[config.mk]
export PLATFORM = sky130hd
export DESIGN_NAME = infrared_sir_pulse_endec
export DESIGN_NICKNAME = d
export VERILOG_FILES = /design/src/rtl/sir_endec_pkg.sv /design/src/rtl/infrared_sir_pulse_endec.sv /design/src/rtl/sir_event_fifo.sv
export VERILOG_INCLUDE_DIRS = /design/src /design/src/rtl
export SDC_FILE = /design/constraint.sdc
export NUM_CORES = 1
export LEC_CHECK = 0
export BUFFER_PORTS_ARGS = -buffer_cell sky130_fd_sc_hd__buf_2
export CAP_MARGIN = 30
export CORE_UTILIZATION = 60
export CTS_CLUSTER_DIAMETER = 100
export DETAILED_ROUTE_END_ITERATION = 10
export PLACE_DENSITY = 0.78
export SYNTH_ARGS = -nofsm -noshare
export SYNTH_HDL_FRONTEND = slang
export SYNTH_HIERARCHICAL = 1
export SYNTH_SLANG_ARGS = --single-unit
[constraint.sdc]
create_clock -name mclk -period 6.54 [get_ports mclk]
set_input_delay 0 -clock mclk [delete_from_list [all_inputs] [get_ports mclk]]
set_output_delay 0 -clock mclk [all_outputs]
set_load 0.03 [all_outputs]
[src/rtl/sir_endec_defs.svh]
// Constants of the serial infrared pulse encoder and decoder.
`ifndef SIR_ENDEC_DEFS_SVH
`define SIR_ENDEC_DEFS_SVH

`define MCLK_PERIOD_PS 5000
`define MIN_PULSE_NS 1628
`define MIN_PULSE_CYCLES ((`MIN_PULSE_NS * 1000 + `MCLK_PERIOD_PS - 1) / `MCLK_PERIOD_PS)
`define TICKS_PER_BIT 16
`define LEAD_TICKS 7
`define MARK_TICKS 3
`define SHORT_TICKS 3
`define MONO_XTAL_CYCLES 6
`define DIV_CODE0 7'h02
`define DIV_CODE1 7'h04
`define DIV_CODE2 7'h0C
`define DIV_CODE3 7'h18
`define DIV_CODE4 7'h06
`define DIV_CODE5 7'h30
`define DIV_CODE6 7'h60
`define DIV_UNUSED 7'h02
`define PIN_RESET 11'h003
`define FIFO_DEPTH_DEF 8

`endif

[src/rtl/sir_endec_pkg.sv]
// Types shared by the serial infrared pulse encoder and decoder.
package sir_endec_pkg;

   typedef enum logic [1:0] {
      ENC_IDLE = 2'b00,
      ENC_LEAD = 2'b01,
      ENC_MARK = 2'b10,
      ENC_TAIL = 2'b11
   } enc_state_t;

   typedef enum logic {
      DEC_IDLE = 1'b0,
      DEC_STRETCH = 1'b1
   } dec_state_t;

   typedef struct packed {
      logic srst_n;
      logic ext_sel;
      logic fixed;
      logic sleep;
      logic [2:0] rate;
      logic baud16;
      logic xtal;
      logic txd;
      logic ir_rx;
   } pin_bundle_t;

   typedef struct packed {
      logic short_pulse;
   } rx_event_t;

   typedef struct packed {
      logic tx_busy;
      logic rx_busy;
      logic rx_short_pulse;
      logic rx_fifo_full;
      logic rx_overrun;
   } endec_status_t;

endpackage

[src/rtl/infrared_sir_pulse_endec.sv]
// Serial infrared pulse encoder and decoder between a UART and an optical transceiver.
`timescale 1ns/1ps
`default_nettype none
`include "sir_endec_defs.svh"
module infrared_sir_pulse_endec #(
   parameter int FIFO_DEPTH = `FIFO_DEPTH_DEF
) (
   input wire logic mclk,
   input wire logic reset_n,
   input wire logic state_reset_n,
   input wire logic uart_serial_out,
   output logic uart_serial_in,
   input wire logic ir_pulse_in,
   output logic ir_pulse_out,
   input wire logic baud16_clock,
   input wire logic crystal_in,
   output logic crystal_out,
   input wire logic ext_clock_select,
   input wire logic fixed_pulse_enable,
   input wire logic osc_sleep,
   input wire logic rate_sel_bit0,
   input wire logic rate_sel_bit1,
   input wire logic rate_sel_bit2,
   output logic osc_power_on,
   output sir_endec_pkg::endec_status_t status
);
   import sir_endec_pkg::*;

   localparam logic [8:0] MIN_CNT = 9'(`MIN_PULSE_CYCLES - 1);

   pin_bundle_t pin_raw;
   pin_bundle_t pin_meta;
   pin_bundle_t pin_q;
   pin_bundle_t pin_prev;
   logic srst;
   logic baud_rise;
   logic xtal_rise;
   logic xtal_tick;
   logic tick;
   logic [6:0] div_cnt;
   logic [6:0] divisor;
   enc_state_t enc_state;
   logic [3:0] enc_phase;
   logic enc_mark;
   logic enc_mark_q;
   logic enc_rise;
   logic txd_fell;
   logic [2:0] mono_cnt;
   logic ir_fell;
   logic ir_rose;
   logic measuring;
   logic [8:0] meas_cnt;
   logic [1:0] meas_ticks;
   logic pend_valid;
   rx_event_t pend_event;
   logic fifo_in_ready;
   logic fifo_out_valid;
   logic fifo_out_ready;
   rx_event_t fifo_out_event;
   dec_state_t dec_state;
   logic [3:0] dec_cnt;
   logic last_short;
   logic overrun;
   logic pulse_done;
   logic pulse_ok;

   function automatic logic [6:0] div_for(input logic [2:0] code);
      logic [6:0] d;
      d = `DIV_UNUSED;
      unique case (code)
         3'h0: d = `DIV_CODE0;
         3'h1: d = `DIV_CODE1;
         3'h2: d = `DIV_CODE2;
         3'h3: d = `DIV_CODE3;
         3'h4: d = `DIV_CODE4;
         3'h5: d = `DIV_CODE5;
         3'h6: d = `DIV_CODE6;
         3'h7: d = `DIV_UNUSED;
      endcase
      return d;
   endfunction

   ////////////////////////////////////////////////////////////////////////////
   // Every pin is asynchronous to mclk, so each bit passes two flip-flops.

   assign pin_raw.srst_n = state_reset_n;
   assign pin_raw.ext_sel = ext_clock_select;
   assign pin_raw.fixed = fixed_pulse_enable;
   assign pin_raw.sleep = osc_sleep;
   assign pin_raw.rate = {rate_sel_bit2, rate_sel_bit1, rate_sel_bit0};
   assign pin_raw.baud16 = baud16_clock;
   assign pin_raw.xtal = crystal_in;
   assign pin_raw.txd = uart_serial_out;
   assign pin_raw.ir_rx = ir_pulse_in;

   localparam logic [10:0] PIN_RST = `PIN_RESET;

   genvar gi;
   generate
      for (gi = 0; gi < $bits(pin_bundle_t); gi++) begin : g_sync
         always_ff @(posedge mclk or negedge reset_n) begin
            if (!reset_n) begin
               pin_meta[gi] <= PIN_RST[gi];
               pin_q[gi] <= PIN_RST[gi];
               pin_prev[gi] <= PIN_RST[gi];
            end else begin
               pin_meta[gi] <= pin_raw[gi];
               pin_q[gi] <= pin_meta[gi];
               pin_prev[gi] <= pin_q[gi];
            end
         end
      end
   endgenerate

   assign srst = !pin_q.srst_n;
   assign txd_fell = pin_prev.txd && !pin_q.txd;
   assign ir_fell = pin_prev.ir_rx && !pin_q.ir_rx;
   assign ir_rose = !pin_prev.ir_rx && pin_q.ir_rx;

   ////////////////////////////////////////////////////////////////////////////
   // Clock source: external 16x clock or divided crystal.

   always_ff @(posedge mclk or negedge reset_n) begin
      if (!reset_n) begin
         osc_power_on <= 1'b0;
         crystal_out <= 1'b0;
      end else begin
         osc_power_on <= !(pin_q.ext_sel || pin_q.sleep);
         crystal_out <= osc_power_on && !pin_q.xtal;
      end
   end

   // The sleep input only gates the crystal path; on that path the state machines keep their state but get no ticks.
   assign xtal_rise = osc_power_on && pin_q.xtal && !pin_prev.xtal;
   assign baud_rise = pin_q.baud16 && !pin_prev.baud16;
   assign divisor = div_for(pin_q.rate);
   assign xtal_tick = xtal_rise && (div_cnt >= divisor - 7'h01);
   assign tick = pin_q.ext_sel ? baud_rise : xtal_tick;

   always_ff @(posedge mclk or negedge reset_n) begin
      if (!reset_n) begin
         div_cnt <= 7'h00;
      end else if (!osc_power_on) begin
         div_cnt <= 7'h00;
      end else if (xtal_rise) begin
         div_cnt <= xtal_tick ? 7'h00 : div_cnt + 7'h01;
      end
   end

   ////////////////////////////////////////////////////////////////////////////
   // Encoder: one pulse per zero bit, placed in the middle of the bit.

   always_ff @(posedge mclk or negedge reset_n) begin
      if (!reset_n) begin
         enc_state <= ENC_IDLE;
         enc_phase <= 4'h0;
      end else if (srst) begin
         enc_state <= ENC_IDLE;
         enc_phase <= 4'h0;
      end else begin
         unique case (enc_state)
            ENC_IDLE: begin
               if (txd_fell) begin
                  enc_state <= ENC_LEAD;
                  enc_phase <= 4'h0;
               end
            end
            ENC_LEAD: begin
               if (tick) begin
                  enc_phase <= enc_phase + 4'h1;
                  if (enc_phase == 4'(`LEAD_TICKS - 1)) begin
                     enc_state <= ENC_MARK;
                  end
               end
            end
            ENC_MARK: begin
               if (tick) begin
                  enc_phase <= enc_phase + 4'h1;
                  if (enc_phase == 4'(`LEAD_TICKS + `MARK_TICKS - 1)) begin
                     enc_state <= ENC_TAIL;
                  end
               end
            end
            ENC_TAIL: begin
               if (tick) begin
                  if (enc_phase == 4'(`TICKS_PER_BIT - 1)) begin
                     enc_phase <= 4'h0;
                     enc_state <= pin_q.txd ? ENC_IDLE : ENC_LEAD;
                  end else begin
                     enc_phase <= enc_phase + 4'h1;
                  end
               end
            end
         endcase
      end
   end

   assign enc_mark = (enc_state == ENC_MARK);
   assign enc_rise = enc_mark && !enc_mark_q;

   // The monoshot counts crystal edges, so its width ignores the rate code.
   // It is only meaningful with the crystal path; on the 16x clock it may stall.
   always_ff @(posedge mclk or negedge reset_n) begin
      if (!reset_n) begin
         enc_mark_q <= 1'b0;
         mono_cnt <= 3'h0;
      end else if (srst) begin
         enc_mark_q <= 1'b0;
         mono_cnt <= 3'h0;
      end else begin
         enc_mark_q <= enc_mark;
         if (pin_q.fixed && enc_rise) begin
            mono_cnt <= 3'(`MONO_XTAL_CYCLES);
         end else if (xtal_rise && mono_cnt != 3'h0) begin
            mono_cnt <= mono_cnt - 3'h1;
         end
      end
   end

   always_ff @(posedge mclk or negedge reset_n) begin
      if (!reset_n) begin
         ir_pulse_out <= 1'b0;
      end else if (srst) begin
         ir_pulse_out <= 1'b0;
      end else begin
         ir_pulse_out <= pin_q.fixed ? (mono_cnt != 3'h0) : enc_mark;
      end
   end

   ////////////////////////////////////////////////////////////////////////////
   // Decoder front end: measure each low pulse on the infrared input.

   assign pulse_done = measuring && ir_rose;
   assign pulse_ok = pulse_done && (meas_cnt >= MIN_CNT);

   always_ff @(posedge mclk or negedge reset_n) begin
      if (!reset_n) begin
         measuring <= 1'b0;
         meas_cnt <= 9'h000;
         meas_ticks <= 2'h0;
      end else if (srst || ir_fell) begin
         measuring <= !srst;
         meas_cnt <= 9'h000;
         meas_ticks <= 2'h0;
      end else if (pulse_done) begin
         measuring <= 1'b0;
      end else if (measuring) begin
         if (meas_cnt != 9'h1FF) begin
            meas_cnt <= meas_cnt + 9'h001;
         end
         if (tick && meas_ticks != 2'h3) begin
            meas_ticks <= meas_ticks + 2'h1;
         end
      end
   end

   // A pending event waits for FIFO space; a second pulse meanwhile is lost.
   always_ff @(posedge mclk or negedge reset_n) begin
      if (!reset_n) begin
         pend_valid <= 1'b0;
         pend_event <= '0;
         overrun <= 1'b0;
      end else if (srst) begin
         pend_valid <= 1'b0;
         pend_event <= '0;
         overrun <= 1'b0;
      end else begin
         if (pulse_ok && pend_valid && !fifo_in_ready) begin
            overrun <= 1'b1;
         end else if (pulse_ok) begin
            pend_valid <= 1'b1;
            pend_event.short_pulse <= (meas_ticks < 2'(`SHORT_TICKS));
         end else if (fifo_in_ready) begin
            pend_valid <= 1'b0;
         end
      end
   end

   sir_event_fifo #(
      .WIDTH($bits(rx_event_t)),
      .DEPTH(FIFO_DEPTH)
   ) u_rx_fifo (
      .mclk(mclk),
      .reset_n(reset_n),
      .clear(srst),
      .in_valid(pend_valid),
      .in_ready(fifo_in_ready),
      .in_data(pend_event),
      .out_valid(fifo_out_valid),
      .out_ready(fifo_out_ready),
      .out_data(fifo_out_event)
   );

   ////////////////////////////////////////////////////////////////////////////
   // Decoder back end: stretch every accepted pulse to one bit time.

   assign fifo_out_ready = (dec_state == DEC_IDLE) ||
      (tick && dec_cnt == 4'(`TICKS_PER_BIT - 1));

   always_ff @(posedge mclk or negedge reset_n) begin
      if (!reset_n) begin
         dec_state <= DEC_IDLE;
         dec_cnt <= 4'h0;
         last_short <= 1'b0;
      end else if (srst) begin
         dec_state <= DEC_IDLE;
         dec_cnt <= 4'h0;
         last_short <= 1'b0;
      end else begin
         unique case (dec_state)
            DEC_IDLE: begin
               if (fifo_out_valid) begin
                  dec_state <= DEC_STRETCH;
                  dec_cnt <= 4'h0;
                  last_short <= fifo_out_event.short_pulse;
               end
            end
            DEC_STRETCH: begin
               if (tick) begin
                  dec_cnt <= dec_cnt + 4'h1;
                  if (dec_cnt == 4'(`TICKS_PER_BIT - 1)) begin
                     // Back-to-back zeros chain without a high glitch between them.
                     dec_state <= fifo_out_valid ? DEC_STRETCH : DEC_IDLE;
                     if (fifo_out_valid) begin
                        last_short <= fifo_out_event.short_pulse;
                     end
                  end
               end
            end
         endcase
      end
   end

   always_ff @(posedge mclk or negedge reset_n) begin
      if (!reset_n) begin
         uart_serial_in <= 1'b1;
         status <= '0;
      end else if (srst) begin
         uart_serial_in <= 1'b1;
         status <= '0;
      end else begin
         uart_serial_in <= (dec_state != DEC_STRETCH);
         status.tx_busy <= (enc_state != ENC_IDLE);
         status.rx_busy <= (dec_state == DEC_STRETCH);
         status.rx_short_pulse <= last_short;
         status.rx_fifo_full <= !fifo_in_ready;
         status.rx_overrun <= overrun;
      end
   end
endmodule
`default_nettype wire

[src/rtl/sir_event_fifo.sv]
// Flip-flop FIFO with valid and ready on both sides.
`timescale 1ns/1ps
`default_nettype none
module sir_event_fifo #(
   parameter int WIDTH = 1,
   parameter int DEPTH = 8
) (
   input wire logic mclk,
   input wire logic reset_n,
   input wire logic clear,
   input wire logic in_valid,
   output logic in_ready,
   input wire logic [WIDTH-1:0] in_data,
   output logic out_valid,
   input wire logic out_ready,
   output logic [WIDTH-1:0] out_data
);
   localparam int AW = $clog2(DEPTH);

   logic [WIDTH-1:0] store [DEPTH];
   logic [AW:0] wr_ptr;
   logic [AW:0] rd_ptr;
   logic push;
   logic pop;

   generate
      if (DEPTH < 2 || (1 << AW) != DEPTH) begin : g_bad_depth
         $error("FIFO depth must be a power of two of at least two.");
      end
   endgenerate

   assign in_ready = (wr_ptr[AW] == rd_ptr[AW]) || (wr_ptr[AW-1:0] != rd_ptr[AW-1:0]);
   assign out_valid = (wr_ptr != rd_ptr);
   assign out_data = store[rd_ptr[AW-1:0]];
   assign push = in_valid && in_ready;
   assign pop = out_valid && out_ready;

   always_ff @(posedge mclk or negedge reset_n) begin
      if (!reset_n) begin
         wr_ptr <= '0;
         rd_ptr <= '0;
      end else if (clear) begin
         wr_ptr <= '0;
         rd_ptr <= '0;
      end else begin
         if (push) begin
            wr_ptr <= wr_ptr + 1'b1;
         end
         if (pop) begin
            rd_ptr <= rd_ptr + 1'b1;
         end
      end
   end

   always_ff @(posedge mclk) begin
      if (push) begin
         store[wr_ptr[AW-1:0]] <= in_data;
      end
   end
endmodule
`default_nettype wire
==> results.py <==
metrics = {
    "synth": {
        "seq_area_frac_synth": 0.498,
        "netlist_area_um2": 4570,
        "netlist_instances": 424,
        "netlist.top_cell.by_area": "dfrtp_1",
        "synth_edf_count": 8,
        "syn_area_per_cell_um2": 10.8,
        "ys.flop_type": "dfrtp_1",
        "synth_top_area_share": 0.405,
        "synth_seq_cells": 89,
        "ys_warn_count": 6,
        "ys_types": 63,
        "synth_async_sr_flop_share": 0.910,
        "synth_area_leaders": "dfrtp_1 (40%), ha_1 (7.9%), edfxtp_1 (5.3%)",
        "syn_nets": 466,
    },
    "timing": {
        "min_period_ns": 3.83,
        "tns_ns": 0,
        "hold_violations": 0,
        "holdWs_ns": 0.134,
        "drv_slew": 0,
        "slew_headroom": 0.373,
        "clock-skew-final_ns": 0.00907,
        "fmax_ghz": 0.261,
        "worst_slack_ns": 2.71,
        "grt_setup_unrepaired": "false",
        "period_share": 0.586,
        "final-setup-viol-count": 0,
        "worst_pin_slew_ns": 0.939,
    },
    "placement": {
        "dp_hpwl_mm": 5.56,
        "dpl_worst_slack_ns": 2.76,
        "place_congestion": 0.947,
        "port-buffer-count": 21,
        "dp.cells": 531,
    },
    "drt": {
        "wl_per_cell_um": 14.8,
        "viasPerCell": 5.82,
        "drc": 0,
        "postRouteAntennaNets": 0,
        "drt-total-wl_mm": 8.28,
        "vias": 3255,
        "dr.pass1.iters": 5,
        "drt-initial-drc-count": 178,
    },
    "clocking": {
        "cts_setup_buffers": 0,
        "clk_latency_ns": 0.36,
        "clockBufferDepth": 2,
        "htree_levels": 3,
        "root_buffer": "clkbuf_8",
        "clk_pin_slew_worst_paths_ns": 0.08,
        "cts_made_buffers": 9,
        "cts_tree": "done",
        "cts.sinks": 89,
    },
    "floorplanning": {
        "die_width_um": 89.3,
        "io_pins": 22,
        "rows": 31,
        "core_um2": 7290,
        "die_h_um": 89.3,
        "initial_utilization": 0.627,
        "dieArea_um2": 7980,
    },
    "grt": {
        "grt_pass1_wl_mm": 14.3,
        "overflow": 0,
        "grt_pass1_vias": 3211,
        "track_usage": 0.236,
        "grt_start_max_net_pins": 46,
        "antenna_found_initial": 0,
    },
    "layout": {
        "fill_cells": 567,
        "drive_gt1_frac": 0.152,
        "num-nets-final": 497,
        "syn2layout_area_growth_pct": 11.5,
        "fin_cells": 559,
        "antenna_cells": 0,
    },
    "power_and_ir_drop": {
        "p_per_area_nw_per_um2": 238,
        "leakage_nw": 2.30,
        "intPower_w": 0.000921,
        "clkPwrFrac": 0.381,
        "seqPwrFrac": 0.489,
        "p_sw_w": 0.000296,
        "ir_worst_vdd_v": 0.000161,
        "swShare": 0.243,
        "power.total_w": 0.00122,
        "comb_power_share": 0.131,
    },
    "worst_setup_path": {
        "cp_max_fo": 10,
        "path_class": "register to register",
        "crit_slowest_cell": "or4_1",
        "cpMostUsedCell": "ha_1",
        "worst_ep_required_time_ns": 6.79,
        "slowest_delay_ns": 0.59,
        "critPathCaptureType": "register",
        "worstPathArrival_ns": 4.08,
        "path_cells": "inv_1 -> ha_1 -> or4_1 -> nand3_1 -> a22oi_1 -> ha_1 -> nand4_1 -> a21oi_1 -> o21ai_2 -> o21ai_0 -> nand2_1 -> a41oi_1 -> mux2_2",
        "r2r_cells": 13,
        "cp-start-kind": "register",
    },
    "hold_path": {
        "hold_class": "primary input to async pin",
    },
    "outcome": {
        "status": "completed",
    },
    "run": {
        "cap_violations": 0,
    },
}
cell usage after synthesis (3+ instances only):
cell type and instances:
a21o_1 6, a21oi_1 21, and3_1 8, buf_2 4, buf_4 3, clkbuf_1 3, dfrtp_1 74, dfstp_2 7
edfxtp_1 8, ha_1 29, inv_1 25, mux2_2 6, mux2i_1 6, nand2_1 29, nand2b_1 9, nand3_1 15
nand3b_1 6, nand4_1 6, nor2_1 34, nor2b_1 5, nor3_1 9, nor3b_1 5, nor4_1 3, nor4b_1 3
o211ai_1 5, o21ai_0 19, o21ai_2 3, o31ai_1 3, or3_1 5, xnor2_1 12, xor2_1 6
per-stage QoR:
step / utilization / cell area, um2
after global routing: 0.700 / 5100
after detailed placement: 0.649 / 4730
after global placement: 0.646 / 4710
after floorplan: - / 4570
after CTS: 0.700 / 5100
final: 0.700 / 5100
final timing paths:
kind	endpoint	slack [ns]	start
min	div_cnt[2]$_DFFE_PN0P_	0.13	reset_n
min in group mclk	pin_meta[2]$_DFF_PN0_	0.28	crystal_in
min reg2reg	pin_q[7]$_DFF_PN0_	0.35	pin_meta[7]$_DFF_PN0_
max in group asynchronous	pin_prev[1]$_DFF_PN1_	5.76	reset_n
max reg2reg	u_rx_fifo/rd_ptr[2]$_DFFE_PN0P_	2.71	pin_q[5]$_DFF_PN0_
max	u_rx_fifo/rd_ptr[2]$_DFFE_PN0P_	2.71	pin_q[5]$_DFF_PN0_
what timing repair did:
action | in CTS | in global routing
endpoints found under the hold margin | 47 | 0
hold buffers | 12 | 0
resized for setup | 0 | 0
critical path: cells and delay by family, from the launching register on:
| family | cells | cell delay [ns] |
|---|---|---|
| buffers and inverters | 1 | 0.11 |
| adders and majority gates | 2 | 0.67 |
| AOI/OAI and AO/OA | 5 | 1.19 |
| muxes | 1 | 0.36 |
| and+or+nand+nor | 4 | 0.92 |
| DFF | 1 | 0.47 |
power by group through the flow:
stage               combinational (W)  clock [W]  sequential (W)
global route                 0.000180   0.000492        0.000597
global placement             0.000147          0        0.000604
CTS                          0.000160   0.000472        0.000594
detailed placement           0.000154          0        0.000605
floorplan                    0.000108          0        0.000606
finish                       0.000159   0.000463        0.000594
area by class of cell:
cell class / instances / area (um2) / share of cell area
repair buffers: 34 / 248 / 0.0486
multi-input cells: 296 / 2110 / 0.413
clock buffers: 11 / 153 / 0.0299
flip-flops and latches: 89 / 2280 / 0.446
inverters: 25 / 93.8 / 0.0184
clock inverters: 5 / 100 / 0.0196
well taps: 99 / 124 / 0.0243
kinds of logic after synthesis:
| family | count (synthesis) | synth area share |
|---|---|---|
| AOI/OAI and AO/OA | 81 | 0.120 |
| xor gates and xnor gates | 19 | 0.0405 |
| adders and majority gates | 29 | 0.0793 |
| buffers and inverters | 39 | 0.0416 |
| DFF | 89 | 0.498 |
| muxes | 16 | 0.0443 |
| and+or+nand+nor | 151 | 0.177 |
state kept, by name, summed over array words and instances (netlist names), 4 cells and up:
register          flops
pin_meta             11
pin_q                11
meas_cnt              9
u_rx_fifo/store       8
div_cnt               7
status                5
dec_cnt               4
enc_phase             4
pin_prev              4
u_rx_fifo/rd_ptr      4
u_rx_fifo/wr_ptr      4
routing by layer:
metal	global-route usage	routed length (um)	vias up
met2	0.393	4050	82
met5	0	0	-
li1	-	-	1569
met3	0.0729	340	14
met4	0.0779	124	0
met1	0.294	3760	1590
placed cells by master (no fill, tap or decap), types with 3 or more instances in the layout:
cell type	Yosys	routed
mux2_2	6	6
a21oi_1	21	21
xnor2_1	12	12
o21ai_0	19	19
nor3_1	9	9
ha_1	29	29
clkbuf_8	2	9
buf_2	4	20
nand4_1	6	6
nand2b_1	9	9
nor4_1	3	3
dlygate4sd3_1	0	12
nor3b_1	5	5
bufinv_16	0	3
or3_1	5	5
nor2b_1	5	5
nand3b_1	6	6
dfrtp_1	74	74
xor2_1	6	6
nand2_1	29	29
a21o_1	6	6
dfstp_2	7	7
and3_1	8	8
nor2_1	34	34
o31ai_1	3	3
mux2i_1	6	6
nand3_1	15	15
o21ai_2	3	3
inv_1	25	25
nor4b_1	3	3
o211ai_1	5	5
edfxtp_1	8	8
(Power assumes the default switching activity.)
